==> src/common/ccs_pkg.sv <==
package ccs_pkg;

    // Core clock rate and derived cycle counts.
    localparam int CLK_MHZ       = 50;
    localparam int STEP_NS       = 1000;
    localparam int STEP_CYC      = (STEP_NS * CLK_MHZ + 999) / 1000;
    localparam int DEACT_GAP_NS  = 12000;
    localparam int DEACT_GAP_CYC = (DEACT_GAP_NS * CLK_MHZ + 999) / 1000;
    localparam int DEBOUNCE_US   = 8000;
    localparam int DEBOUNCE_CYC  = DEBOUNCE_US * CLK_MHZ;
    localparam int CNT_W         = 16;
    localparam int DIV_W         = 3;

    // Register map, byte addresses.
    localparam int         ADDR_W      = 8;
    localparam logic [7:0] ADDR_CTRL   = 8'h00;
    localparam logic [7:0] ADDR_STATUS = 8'h04;
    localparam logic       CTRL_RST    = 1'h0;
    localparam int         CTRL_ABORT  = 0;
    localparam int         ST_PRESENT  = 0;
    localparam int         ST_INT      = 1;
    localparam int         ST_FAULT    = 2;
    localparam int         ST_SESSION  = 3;
    localparam int         ST_CLK      = 4;
    localparam int         ST_FSNAP    = 8;
    localparam logic [1:0] RESP_OKAY   = 2'h0;
    localparam logic [1:0] RESP_SLVERR = 2'h2;

    // Card clock divider select codes {hi, lo}.
    localparam logic [1:0] DIV8 = 2'h0;
    localparam logic [1:0] DIV4 = 2'h1;
    localparam logic [1:0] DIV1 = 2'h2;
    localparam logic [1:0] DIV2 = 2'h3;

    // Positions inside the synchroniser vector.
    localparam int SY_REQ    = 0;
    localparam int SY_HRST   = 1;
    localparam int SY_DET    = 2;
    localparam int SY_DHI    = 3;
    localparam int SY_DLO    = 4;
    localparam int SY_STABLE = 5;
    localparam int SY_FLT    = 6;
    localparam int SY_CARD   = 11;
    localparam int SY_HOST   = 14;
    localparam int SY_W      = 17;

    typedef struct packed {
        logic supply_drop;
        logic vcc_fault;
        logic pump_in_low;
        logic pump_overload;
        logic overheat;
    } ccs_fault_t;

    typedef enum logic [3:0] {
        S_STANDBY, S_RAMP, S_ACT_IO, S_ACT_CLK, S_ACTIVE, S_DEACT_RST, S_DEACT_IO, S_DEACT_VCC
    } ccs_state_t;

    typedef enum logic [1:0] {C_IDLE, C_HOST, C_CARD} ccs_dir_t;

endpackage

==> src/logic/ccs_chan.sv <==
`timescale 1ns/1ps
module ccs_chan
    import ccs_pkg::*;
(
    input  wire logic i_core_clk,
    input  wire logic i_rst,
    input  wire logic i_en,
    input  wire logic i_host_lvl,
    input  wire logic i_card_lvl,
    output logic      o_host_oe,
    output logic      o_card_oe
);

    ccs_dir_t dir_q;
    logic     armed_q;
    logic     host_oe_q;
    logic     card_oe_q;

    // A channel arms only once both sides read high after enable. Without this, the card contact
    // that standby held low would look like a card falling edge and drive the host pin.
    always_ff @(posedge i_core_clk) begin
        if (i_rst || !i_en) begin
            armed_q <= 1'b0;
        end else if (i_host_lvl && i_card_lvl) begin
            armed_q <= 1'b1;
        end
    end

    // The first side seen low owns the channel until both sides read high again.
    always_ff @(posedge i_core_clk) begin
        if (i_rst || !i_en) begin
            dir_q <= C_IDLE;
        end else begin
            case (dir_q)
                C_IDLE: begin
                    if (armed_q && !i_host_lvl) begin
                        dir_q <= C_HOST;
                    end else if (armed_q && !i_card_lvl) begin
                        dir_q <= C_CARD;
                    end
                end
                C_HOST, C_CARD: begin
                    if (i_host_lvl && i_card_lvl) begin
                        dir_q <= C_IDLE;
                    end
                end
                default: dir_q <= C_IDLE;
            endcase
        end
    end

    // Disabled channels hold the card contact low and release the host pin.
    always_ff @(posedge i_core_clk) begin
        if (i_rst) begin
            card_oe_q <= 1'b1;
            host_oe_q <= 1'b0;
        end else begin
            card_oe_q <= !i_en || (dir_q == C_HOST && !i_host_lvl);
            host_oe_q <= i_en && dir_q == C_CARD && !i_card_lvl;
        end
    end

    assign o_card_oe = card_oe_q;
    assign o_host_oe = host_oe_q;
endmodule

==> src/logic/ccs_sequencer.sv <==
// The implementer's own choices: the AXI4-Lite interface to the registers and the register addresses.
`timescale 1ns/1ps
module ccs_sequencer
    import ccs_pkg::*;
#(
    parameter int DEBOUNCE_CYCLES = DEBOUNCE_CYC
) (
    input  wire logic              i_core_clk,
    input  wire logic              i_rst,
    input  wire logic [ADDR_W-1:0] i_awaddr,
    input  wire logic              i_awvalid,
    output logic                   o_awready,
    input  wire logic [31:0]       i_wdata,
    input  wire logic [3:0]        i_wstrb,
    input  wire logic              i_wvalid,
    output logic                   o_wready,
    output logic [1:0]             o_bresp,
    output logic                   o_bvalid,
    input  wire logic              i_bready,
    input  wire logic [ADDR_W-1:0] i_araddr,
    input  wire logic              i_arvalid,
    output logic                   o_arready,
    output logic [31:0]            o_rdata,
    output logic [1:0]             o_rresp,
    output logic                   o_rvalid,
    input  wire logic              i_rready,
    input  wire logic              i_session_request_n,
    input  wire logic              i_host_reset_request,
    input  wire logic              i_card_detect,
    input  wire logic              i_divider_select_hi,
    input  wire logic              i_divider_select_lo,
    input  wire logic              i_card_supply_stable,
    input  wire ccs_fault_t        i_fault,
    input  wire logic [2:0]        i_card_line,
    output logic [2:0]             o_card_line_o,
    output logic [2:0]             o_card_line_oe,
    input  wire logic [2:0]        i_host_line,
    output logic [2:0]             o_host_line_o,
    output logic [2:0]             o_host_line_oe,
    output logic                   o_card_supply_en,
    output logic                   o_card_reset_out,
    output logic                   o_card_clock_out,
    output logic                   o_int_n
);

    localparam int               DEB_W   = $clog2(DEBOUNCE_CYCLES + 1);
    localparam logic [CNT_W-1:0] STEP_LD = CNT_W'(STEP_CYC - 1);
    localparam logic [CNT_W-1:0] GAP_LD  = CNT_W'(DEACT_GAP_CYC - 1);
    localparam logic [SY_W-1:0]  SY_IDLE = (SY_W'(1) << SY_REQ) | (SY_W'(7) << SY_CARD) | (SY_W'(7) << SY_HOST);

    logic [SY_W-1:0]  sync1_q;
    logic [SY_W-1:0]  sync2_q;
    ccs_state_t       state_q;
    logic [CNT_W-1:0] tmr_q;
    logic [CNT_W-1:0] gap_q;
    logic [DEB_W-1:0] deb_cnt_q;
    logic             present_q;
    logic             req_prev_q;
    logic             gated_q;
    logic             fault_q;
    logic [4:0]       fault_snap_q;
    logic             int_q;
    logic             supply_en_q;
    logic             rst_q;
    logic             clk_run_q;
    logic             io_en_q;
    logic [DIV_W-1:0] div_cnt_q;
    logic             card_clk_q;
    logic             ctrl_abort_q;
    logic             bvalid_q;
    logic [1:0]       bresp_q;
    logic             rvalid_q;
    logic [1:0]       rresp_q;
    logic [31:0]      rdata_q;
    logic [31:0]      status_w;
    ccs_fault_t       flt;
    logic             req_n;
    logic             host_rst;
    logic             card_raw;
    logic             in_session;
    logic             fault_now;
    logic             stop;
    logic             start;
    logic             tmr_done;
    logic [1:0]       div_sel;
    logic             wr_go;
    logic             rd_go;

    function automatic logic addr_hit(input logic [ADDR_W-1:0] a);
        addr_hit = (a == ADDR_CTRL) || (a == ADDR_STATUS);
    endfunction

    // Every pin input passes two flip-flops; only the second stage is read.
    // Reset loads the idle pin levels so no false request edge or line fall follows reset.
    always_ff @(posedge i_core_clk) begin
        if (i_rst) begin
            sync1_q <= SY_IDLE;
            sync2_q <= SY_IDLE;
        end else begin
            sync1_q <= {i_host_line, i_card_line, i_fault, i_card_supply_stable, i_divider_select_lo,
                        i_divider_select_hi, i_card_detect, i_host_reset_request, i_session_request_n};
            sync2_q <= sync1_q;
        end
    end

    assign req_n    = sync2_q[SY_REQ];
    assign host_rst = sync2_q[SY_HRST];
    assign card_raw = sync2_q[SY_DET];
    assign flt      = sync2_q[SY_FLT +: 5];
    assign div_sel  = {sync2_q[SY_DHI], sync2_q[SY_DLO]};

    // Session control terms. Pin current limiting has no input here, so it never reaches the host.
    assign in_session = state_q inside {S_RAMP, S_ACT_IO, S_ACT_CLK, S_ACTIVE};
    assign fault_now  = in_session && ((|flt) || !card_raw);
    assign stop       = in_session && (req_n || fault_now || ctrl_abort_q);
    assign start      = state_q == S_STANDBY && req_prev_q && !req_n && present_q && card_raw
                        && !flt.supply_drop && !ctrl_abort_q;
    assign tmr_done   = tmr_q == '0;

    // Main sequencer. A stop from any session state jumps straight to deactivation.
    always_ff @(posedge i_core_clk) begin
        if (i_rst) begin
            state_q <= S_STANDBY;
            tmr_q   <= '0;
        end else begin
            tmr_q <= tmr_done ? tmr_q : tmr_q - 1'b1;
            case (state_q)
                S_STANDBY: begin
                    if (start) begin
                        state_q <= S_RAMP;
                    end
                end
                S_RAMP: begin
                    if (sync2_q[SY_STABLE]) begin
                        state_q <= S_ACT_IO;
                        tmr_q   <= STEP_LD;
                    end
                end
                S_ACT_IO: begin
                    if (tmr_done) begin
                        state_q <= S_ACT_CLK;
                        tmr_q   <= STEP_LD;
                    end
                end
                S_ACT_CLK: begin
                    if (gated_q) begin
                        tmr_q <= STEP_LD;
                    end else if (tmr_done) begin
                        state_q <= S_ACTIVE;
                    end
                end
                S_ACTIVE: begin
                    state_q <= S_ACTIVE;
                end
                S_DEACT_RST: begin
                    if (tmr_done) begin
                        state_q <= S_DEACT_IO;
                        tmr_q   <= STEP_LD;
                    end
                end
                S_DEACT_IO: begin
                    if (tmr_done) begin
                        state_q <= S_DEACT_VCC;
                        tmr_q   <= STEP_LD;
                    end
                end
                S_DEACT_VCC: begin
                    if (tmr_done) begin
                        state_q <= S_STANDBY;
                    end
                end
                default: state_q <= S_STANDBY;
            endcase
            if (stop) begin
                state_q <= S_DEACT_RST;
                tmr_q   <= GAP_LD;
            end
        end
    end

    // Request edge detect and clock-gated mode capture at session start.
    always_ff @(posedge i_core_clk) begin
        if (i_rst) begin
            req_prev_q <= 1'b1;
            gated_q    <= 1'b0;
        end else begin
            req_prev_q <= req_n;
            if (start) begin
                gated_q <= host_rst;
            end else if (!host_rst || state_q == S_STANDBY) begin
                gated_q <= 1'b0;
            end
        end
    end

    // Insertion debounce; removal clears presence at once.
    always_ff @(posedge i_core_clk) begin
        if (i_rst) begin
            deb_cnt_q <= '0;
            present_q <= 1'b0;
        end else if (!card_raw) begin
            deb_cnt_q <= '0;
            present_q <= 1'b0;
        end else if (!present_q) begin
            if (deb_cnt_q == DEB_W'(DEBOUNCE_CYCLES - 1)) begin
                present_q <= 1'b1;
            end else begin
                deb_cnt_q <= deb_cnt_q + 1'b1;
            end
        end
    end

    // Fault latch holds the interrupt low until the host has released the request and
    // deactivation is over; the set wins over the clear.
    always_ff @(posedge i_core_clk) begin
        if (i_rst) begin
            fault_q      <= 1'b0;
            fault_snap_q <= '0;
        end else if (fault_now) begin
            fault_q      <= 1'b1;
            fault_snap_q <= flt;
        end else if (state_q == S_STANDBY && req_n) begin
            fault_q <= 1'b0;
        end
    end

    // Interrupt: presence in standby, low on supply drop, fault or removal.
    always_ff @(posedge i_core_clk) begin
        if (i_rst) begin
            int_q <= 1'b0;
        end else begin
            int_q <= present_q && card_raw && !fault_q && !fault_now && !flt.supply_drop;
        end
    end

    // Card-side enables registered from the state so each step lands on its own edge.
    always_ff @(posedge i_core_clk) begin
        if (i_rst) begin
            supply_en_q <= 1'b0;
            io_en_q     <= 1'b0;
            clk_run_q   <= 1'b0;
            rst_q       <= 1'b0;
        end else begin
            supply_en_q <= state_q != S_STANDBY;
            // Deactivation only holds what was already on, so an early stop never wakes a contact.
            io_en_q     <= state_q inside {S_ACT_IO, S_ACT_CLK, S_ACTIVE}
                           || (io_en_q && state_q inside {S_DEACT_RST, S_DEACT_IO});
            clk_run_q   <= (state_q == S_ACT_CLK && !gated_q) || state_q == S_ACTIVE
                           || (clk_run_q && state_q == S_DEACT_RST);
            rst_q       <= state_q == S_ACTIVE && host_rst && !gated_q && !stop;
        end
    end

    // Divider counter restarts from zero so the divided clock always begins low.
    always_ff @(posedge i_core_clk) begin
        if (i_rst) begin
            div_cnt_q  <= '0;
            card_clk_q <= 1'b0;
        end else if (!clk_run_q) begin
            div_cnt_q  <= '0;
            card_clk_q <= 1'b0;
        end else begin
            div_cnt_q <= div_cnt_q + 1'b1;
            case (div_sel)
                DIV8:    card_clk_q <= div_cnt_q[2];
                DIV4:    card_clk_q <= div_cnt_q[1];
                DIV2:    card_clk_q <= div_cnt_q[0];
                default: card_clk_q <= 1'b0;
            endcase
        end
    end

    // Undivided mode gates the core clock itself; its first pulse may be shortened.
    assign o_card_clock_out = (div_sel == DIV1) ? (clk_run_q & i_core_clk) : card_clk_q;
    assign o_card_supply_en = supply_en_q;
    assign o_card_reset_out = rst_q;
    assign o_int_n          = int_q;
    assign o_card_line_o    = '0;
    assign o_host_line_o    = '0;

    // Three identical level-shifter channels: data, aux a, aux b.
    for (genvar g = 0; g < 3; g++) begin : g_chan
        ccs_chan u_chan (
            .i_core_clk (i_core_clk),
            .i_rst      (i_rst),
            .i_en       (io_en_q),
            .i_host_lvl (sync2_q[SY_HOST + g]),
            .i_card_lvl (sync2_q[SY_CARD + g]),
            .o_host_oe  (o_host_line_oe[g]),
            .o_card_oe  (o_card_line_oe[g])
        );
    end

    // Register slave. Write address and data are taken together, one at a time.
    assign wr_go     = i_awvalid && i_wvalid && !bvalid_q;
    assign o_awready = wr_go;
    assign o_wready  = wr_go;
    assign rd_go     = i_arvalid && !rvalid_q;
    assign o_arready = !rvalid_q;

    always_ff @(posedge i_core_clk) begin
        if (i_rst) begin
            bvalid_q     <= 1'b0;
            bresp_q      <= RESP_OKAY;
            ctrl_abort_q <= CTRL_RST;
        end else if (wr_go) begin
            bvalid_q <= 1'b1;
            bresp_q  <= addr_hit(i_awaddr) ? RESP_OKAY : RESP_SLVERR;
            if (i_awaddr == ADDR_CTRL && i_wstrb[0]) begin
                ctrl_abort_q <= i_wdata[CTRL_ABORT];
            end
        end else if (i_bready) begin
            bvalid_q <= 1'b0;
        end
    end

    // Status word shows live sequencer state.
    always_comb begin
        status_w                   = '0;
        status_w[ST_PRESENT]       = present_q;
        status_w[ST_INT]           = int_q;
        status_w[ST_FAULT]         = fault_q;
        status_w[ST_SESSION]       = in_session;
        status_w[ST_CLK]           = clk_run_q;
        status_w[ST_FSNAP +: 5]    = fault_snap_q;
    end

    always_ff @(posedge i_core_clk) begin
        if (i_rst) begin
            rvalid_q <= 1'b0;
            rresp_q  <= RESP_OKAY;
            rdata_q  <= '0;
        end else if (rd_go) begin
            rvalid_q <= 1'b1;
            rresp_q  <= addr_hit(i_araddr) ? RESP_OKAY : RESP_SLVERR;
            rdata_q  <= (i_araddr == ADDR_CTRL) ? {31'h0, ctrl_abort_q}
                      : (i_araddr == ADDR_STATUS) ? status_w : 32'h0;
        end else if (i_rready) begin
            rvalid_q <= 1'b0;
        end
    end

    assign o_bvalid = bvalid_q;
    assign o_bresp  = bresp_q;
    assign o_rvalid = rvalid_q;
    assign o_rresp  = rresp_q;
    assign o_rdata  = rdata_q;

    // Helper: cycles spent with the card reset low and the clock still running.
    always_ff @(posedge i_core_clk) begin
        if (i_rst || state_q != S_DEACT_RST) begin
            gap_q <= '0;
        end else if (clk_run_q) begin
            gap_q <= gap_q + 1'b1;
        end
    end
endmodule

==> config.mk <==
export PLATFORM = sky130hd
export DESIGN_NAME = ccs_sequencer
export DESIGN_NICKNAME = d
export VERILOG_FILES = /design/src/common/ccs_pkg.sv /design/src/logic/ccs_chan.sv /design/src/logic/ccs_sequencer.sv
export SDC_FILE = /design/constraint.sdc
export NUM_CORES = 1
export LEC_CHECK = 0
export BUFFER_PORTS_ARGS = -buffer_cell sky130_fd_sc_hd__buf_4
export CAP_MARGIN = 25
export CORE_MARGIN = 4
export CORE_UTILIZATION = 57
export DETAILED_ROUTE_END_ITERATION = 12
export PLACE_DENSITY = 0.85
export SYNTH_ARGS = -nofsm -noshare
export SYNTH_HDL_FRONTEND = slang
export SYNTH_SLANG_ARGS = --single-unit
export TNS_END_PERCENT = 10
==> constraint.sdc <==
create_clock -name i_core_clk -period 6.6 [get_ports i_core_clk]
set_clock_uncertainty 0.2 [all_clocks]
set_input_delay 1.32 -clock i_core_clk [delete_from_list [all_inputs] [get_ports i_core_clk]]
set_output_delay 1.32 -clock i_core_clk [all_outputs]
set_load 0.02 [all_outputs]
Word-level counts from Yosys, hierarchy flattened
Index checks and enable logic that the tools add are counted.
- output and inout port bits: 57
- word-level logic and storage cells: 233
- input bits: 76
- flip-flop bits (word level): 145
- reduce and logical (&&, ||, !) cells: 103
- $add $sub $neg: 3
- mux-type cells: 44
- bitwise gates (word level): 5
- eq/ne operators: 41
- operators by type and width (operator ; count):
    $mux W16 ; 4
    $pmux W16 S3 ; 1
    $logic_and A1 B1 Y1 ; 41
    $mux W4 ; 8
    $pmux W4 S8 ; 1
    $mux W13 ; 2
    $ne A3 B3 Y1 const B ; 8
    $mux W2 ; 11
    $add A19 B1 Y19 const B ; 1
    $eq A19 B19 Y1 const B ; 1
    $logic_not A1 Y1 ; 18
    $eq A4 B3 Y1 const B ; 4
    $eq A8 B3 Y1 const B ; 2
    $logic_not A16 Y1 ; 1
    $logic_not A8 Y1 ; 2
    $ne A2 B2 Y1 const B ; 8
    $reduce_and A8 Y1 ; 2
    $sub A16 B1 Y16 const B ; 1
    $logic_or A1 B1 Y1 ; 13
    $pmux W2 S2 ; 3
    $reduce_or A2 Y1 ; 6
    $mux W1 ; 11
    $eq A2 B2 Y1 const B ; 5
    $mux W10 ; 1
    other kinds (18) ; 41

Longest topological paths before layout
Gate-level depths: netlist of the first run.
- depth after elaboration: 10
- mapped depth: 10
- gate-level depth less buffers: 9

Cells and area by module
A second synthesis of the first run with hierarchy kept.
- cell total of the unflattened synthesis: 579
- area, all modules: 5331.4 um^2
- modules (own cells, without submodules) (module ; sequential area each (um^2) ; area each (um^2) ; cells each ; instances):
    ccs_sequencer ; 2102.0 ; 4580.6 ; 504 ; 1
    ccs_chan ; 100.1 ; 250.2 ; 25 ; 3

==> results by group, run 1 <==
Clock tree
  • CTS tree: yes
  • Clock transition at path regs: 50 ps
  • Cts repair resizes: 0
  • Clk_lat worst skew: 610 ps
  • Postcts setup bufs: 0
  • Cts hold-fix bufs: 0

Drt
  • Total Wirelength: 11000 um
  • Routed vias: 4251
  • First-pass DRT Iterations: 7
  • Drt via density: 5.51
  • Average wire per standard cell: 14.2 um
  • Antenna Nets Post-Route: 0
  • # DRC: 0
  • Iteration-0 DRC Markers: 199

Power and ir drop
  • Peak supply drop: 278 uV
  • Pwr dens: 381 mW/mm^2
  • LEAKAGE: 2.54 nW
  • Total power: 2.41 mW

Logic synthesis
  • Adder-cell area share of the yosys netlist: 0.0451
  • Sequential area share after synthesis: 0.456
  • Main synth FF type: dfxtp_1
  • Largest family of logic cells by synthesized area: simple AND/OR/NAND/NOR gates
  • Mux cell area share after synthesis: 0.00996
  • EDFF count, synth: 0
  • Syn_area_per_cell: 8.97 um^2
  • FFs w/ async S/R, synth: 0
  • Yosys reg bits: 120
  • Yosys cell types: 57
  • Compound-Gate Fraction of Synth Area: 0.130
  • Cell Area, Synth: 0.00527 mm^2
  • Simple-gate portion of the synthesized area: 0.229
  • XOR/XNOR Fraction of Synth Area: 0.0399
  • Mapped Cells: 588
  • Synthesis Warnings: 0

Worst setup path
  • Crit-path max FO: 2
  • Setup slack, reg-to-reg: 3720 ps
  • WP data required: 5080 ps
  • Crit path kind: clock port to primary output
  • Arr. time, crit path: 3820 ps
  • Worst setup SP type: clock port
  • Worst R2R Path Depth: 8
  • Endpoint class of the critical path: primary output

Timing
  • Setup violations, final: 0
  • Final hold violation count: 0
  • Slew Viols, Final: 0
  • RSZ-0062 raised after global routing: false
  • Setup TNS: 0 ps
  • Slew headroom: 0.368
  • Slew @ Worst Pin: 941 ps

Hold path
  • Hold path cells: 1
  • Worst hold path type: flip-flop to flip-flop

Cells and area
  • Layout cells sized above 1: 0.194
  • Fillers: 638
  • Final instance area: 0.00632 mm^2
  • Fin util: 0.714
  • Synth-to-layout area growth: 19.8%
  • Most frequent cells in the layout: 120 x dfxtp_1, 68 x nor2_1, 68 x buf_4, 33 x nand2_1
  • Antenna cells: 0
  • Layout net count: 746
  • Commonest non-fill, non-tap cell in the layout: dfxtp_1

GRT
  • GRT Util Overall: 0.209
  • Antenna violations before repair: 0
  • Vias in the first global route: 4199
  • Total grt overflow: 0
  • Largest net degree at the start of global routing: 80
  • First-pass GRT wire length: 18900 um

Floorplan
  • Die Wd: 104 um
  • Chip height: 104 um
  • # rows: 34
  • Starting density of the core: 0.596
  • Core footprint: 0.00885 mm^2
  • Io pins: 133
  • Die area: 0.0109 mm^2

Flow run
  • Max Cap Violations: 0

Placement
  • Placed inst area: 0.00567 mm^2
  • Post-DP HPWL: 7390 um
  • IO Port Bufs: 68
  • Final Wtd Congestion: 0.881

Status
  • Outcome: finished clean
==> worst max-delay path, stage by stage <==
cell      delay (ps)
clkbuf_8         110
clkbuf_8         120
nand2_1           50
o31ai_1           70
buf_4            170
==> power by group <==
group | leakage [nW] | internal [mW] | switching (mW)
clock network | 0.318 | 0.653 | 0.310
registers | 0.980 | 0.797 | 0.0683
logic | 1.24 | 0.225 | 0.357
==> logic make-up after synthesis <==
family	Yosys count
multiplexers	5
AND/OR/NAND/NOR	226
flip-flops	120
AO/OA/AOI/OAI	105
adder cells (fa/ha/maj)	19
buffers and inverters	88
XOR/XNOR	24
other	1
==> final cells by class <==
cell class,instances,area [um^2],share of cell area
Tap cell,108,135,0.0214
Clock inverter,7,115,0.0182
Clock buffer,29,533,0.0844
Multi-Input combinational cell,409,2510,0.397
Timing Repair Buffer,68,508,0.0804
Inverter,31,116,0.0184
Sequential cell,120,2400,0.380
==> cells in the mapped netlist, types with 14 or more instances <==
cell      number  area (um^2)
inv_1         30          113
a21oi_1       29          145
xnor2_1       15          131
nor2_1        68          255
a22oi_1       16          120
o21ai_0       19         95.1
ha_1          19          238
or2_2         17          106
clkbuf_1      16         60.1
dfxtp_1      120         2400
buf_4         37          278
nand2_1       33          124
nor2b_1       27          169
nor3_1        14         70.1
==> per-stage QoR <==
step                      hold WS (ps)  worst slack, ps  instances
final                              206             1260        772
after global routing               224             1220        772
after CTS                          210             1240        771
after detailed placement           194             1530        736
after global placement             191             1530        736
after floorplan                    189             1600        617
==> worst paths after layout <==
check	startpoint	end
max	i_core_clk	o_card_clock_out
min	sync1_q[16]	sync2_q[16]
max reg2reg	tmr_q[0]	tmr_q[1]
min reg2reg	sync1_q[16]	sync2_q[16]
==> state kept, by name (all words and copies together), names as in the netlist, 3 cells and up <==
register	count
g_chan.u_chan.o_card_oe	3
o_rdata	10
g_chan.u_chan.armed_q	3
div_cnt_q	3
g_chan.u_chan.dir_q	6
state_q	3
sync1_q	17
sync2_q	17
tmr_q	16
fault_snap_q	5
deb_cnt_q	19
g_chan.u_chan.o_host_oe	3
==> metal layers <==
| metal | track usage | part of all wire |
|---|---|---|
| met2 | 0.364 | 0.49 |
| met5 | 0 | 0 |
| met4 | 0.0883 | 0.018 |
| met3 | 0.0658 | 0.067 |
| met1 | 0.236 | 0.42 |
(Power assumes the default switching activity.)
==> run 2, diff against run 1 <==
--- a/config.mk
+++ b/config.mk
@@ -8,9 +8,9 @@
 export BUFFER_PORTS_ARGS = -buffer_cell sky130_fd_sc_hd__buf_4
 export CAP_MARGIN = 25
 export CORE_MARGIN = 4
-export CORE_UTILIZATION = 57
+export CORE_UTILIZATION = 48
 export DETAILED_ROUTE_END_ITERATION = 12
-export PLACE_DENSITY = 0.85
+export PLACE_DENSITY = 0.76
 export SYNTH_ARGS = -nofsm -noshare
 export SYNTH_HDL_FRONTEND = slang
 export SYNTH_SLANG_ARGS = --single-unit
==> constraint.sdc (replaced) <==
create_clock -name i_core_clk -period 4.7 [get_ports i_core_clk]
set_clock_uncertainty 0.2 [all_clocks]
set_input_delay 0.94 -clock i_core_clk [delete_from_list [all_inputs] [get_ports i_core_clk]]
set_output_delay 0.94 -clock i_core_clk [all_outputs]
set_load 0.02 [all_outputs]
==> results by group, run 2 (synthesis results as in run 1) <==
Hold path
  • Hold Crit Start: sync1_q[11]
  • Hold path cells: 1 (unchanged)
  • Worst hold path type: flip-flop to flip-flop
  • Min-Delay Endpoint: sync2_q[11]

Worst setup path
  • Crit path kind: clock port to primary output
  • FF-to-FF Start: tmr_q[0]
  • Arr. time, crit path: 2880 ps (-940 ps)
  • Endpoint class of the critical path: primary output
  • FF-to-FF End: tmr_q[1]
  • Crit-path max FO: 2 (unchanged)
  • WP data required: 3560 ps (-1520 ps)
  • Setup slack, reg-to-reg: 1810 ps (-1910 ps)
  • Worst setup SP type: clock port
  • Worst R2R Path Depth: 8 (unchanged)

GRT
  • Antenna violations before repair: 0 (unchanged)
  • Busiest grt layer: met2
  • GR Util met3: 0.0524 (-0.0134)
  • M1 GR Usage: 0.198 (-0.0385)
  • GR Util met2: 0.281 (-0.0827)
  • Total grt overflow: 0 (unchanged)
  • GRT Util Overall: 0.169 (-0.0405)
  • Vias in the first global route: 3990 (-5.0%)
  • Largest net degree at the start of global routing: 80 (unchanged)
  • First-pass GRT wire length: 17700 um (-6.1%)

Placement
  • IO Port Bufs: 68 (unchanged)
  • Final Wtd Congestion: 0.822 (-6.6%)
  • Post-DP HPWL: 7250 um (-1.9%)

Floorplan
  • Core footprint: 0.0108 mm^2 (+22%)
  • Die Wd: 113 um (+8.3%)
  • Io pins: 133 (unchanged)
  • Chip height: 113 um (+8.3%)
  • Die area: 0.0127 mm^2 (+17%)
  • # rows: 38 (+12%)
  • Starting density of the core: 0.489 (-0.107)

Drt
  • # DRC: 0 (unchanged)
  • Iteration-0 DRC Markers: 266 (+34%)
  • Average wire per standard cell: 13.3 um (-6.6%)
  • First-pass DRT Iterations: 5 (-2)
  • Drt via density: 5.27 (-4.3%)
  • Antenna Nets Post-Route: 0 (unchanged)
  • Total Wirelength: 10600 um (-3.0%)
  • Routed vias: 4226 (-0.59%)

Timing
  • Setup TNS: 0 ps (unchanged)
  • Setup violations, final: 0 (unchanged)
  • WHS: 205 ps (-1.40 ps)
  • Slew headroom: 0.328 (-0.0407)
  • Final hold violation count: 0 (unchanged)
  • Slew Viols, Final: 0 (unchanged)
  • RSZ-0062 raised after global routing: false
  • Slew @ Worst Pin: 1000 ps (+60.7 ps)

Cells and area
  • Synth-to-layout area growth: 20.5%
  • Max FFs per register: 19 (unchanged)
  • Register bank with the most flops: deb_cnt_q
  • Fillers: 870 (+36%)
  • Antenna cells: 0 (unchanged)
  • Layout net count: 746 (unchanged)
  • Commonest non-fill, non-tap cell in the layout: dfxtp_1
  • Regs by FF count: deb_cnt_q: 19 flops, sync1_q: 17 flops, sync2_q: 17 flops
  • Most frequent cells in the layout: 120 x dfxtp_1, 68 x nor2_1, 68 x buf_4, 33 x nand2_1
  • Layout cells sized above 1: 0.196 (+0.00210)

Power and ir drop
  • Peak supply drop: 281 uV (+1.2%)
  • LEAKAGE: 2.54 nW (about the same)
  • Pwr dens: 531 mW/mm^2 (+39%)

Status
  • Outcome: finished clean

Clock tree
  • Clock transition at path regs: 60 ps (about the same)
  • Clk_lat worst skew: 610 ps (about the same)
  • Postcts setup bufs: 0 (unchanged)
  • Cts repair resizes: 0 (unchanged)
  • CTS tree: yes
  • Cts hold-fix bufs: 0 (unchanged)

Flow run
  • Max Cap Violations: 0 (unchanged)
## run 2: cell types whose count changed in the layout (fill, tap and decap cells not counted)
cell,delta
clkbuf_1,-3
clkinv_2,+1
## run 2: cell type report
type                    count  area [um^2]  area share
inverters                  31          116      0.0183
multi-input cells         409         2510       0.395
well taps                 140          175      0.0276
clock inverters             8          120      0.0189
flip-flops and latches    120         2400       0.378
repair buffers             68          508      0.0800
clock buffers              26          522      0.0821
## run 2: how the worst max path moves through the flow
stage | start | slack (ps) | to
2_1_floorplan | i_core_clk | 1030 | o_card_clock_out
3_3_place_gp | i_core_clk | 960 | o_card_clock_out
3_5_place_dp | i_core_clk | 960 | o_card_clock_out
4_1_cts | i_core_clk | 660 | o_card_clock_out
5_1_grt | i_core_clk | 630 | o_card_clock_out
6_report | i_core_clk | 680 | o_card_clock_out
## run 2: critical path, stage by stage
cell and delay (ps):
clkbuf_8 110, clkbuf_8 120, nand2_1 50, o31ai_1 80, buf_4 170
## run 2: through the flow
| stage | setup WS [ps] | utilization | instances | instance area [um^2] | power, mW |
|---|---|---|---|---|---|
| floorplan | 1030 | - | 617 | 5380 | 1.87 |
| finish | 677 | 0.589 | 802 | 6350 | 3.38 |
| detailed placement | 955 | 0.529 | 768 | 5710 | 2.02 |
| CTS | 661 | 0.588 | 801 | 6350 | 3.38 |
| global route | 631 | 0.589 | 802 | 6350 | 3.55 |
| global placement | 956 | 0.529 | 768 | 5710 | 2.00 |
## run 2: layer usage
metal | wire length (um) | share of wire
met1 | 4520 | 0.42
met2 | 5280 | 0.50
met3 | 639 | 0.060
met4 | 201 | 0.019
met5 | 0 | 0
## run 2: where the power goes
group	switching [mW]	leakage, nW	internal, mW	total [mW]
logic	0.502	1.24	0.316	0.818
registers	0.0959	0.980	1.12	1.22
clock network	0.434	0.319	0.909	1.34
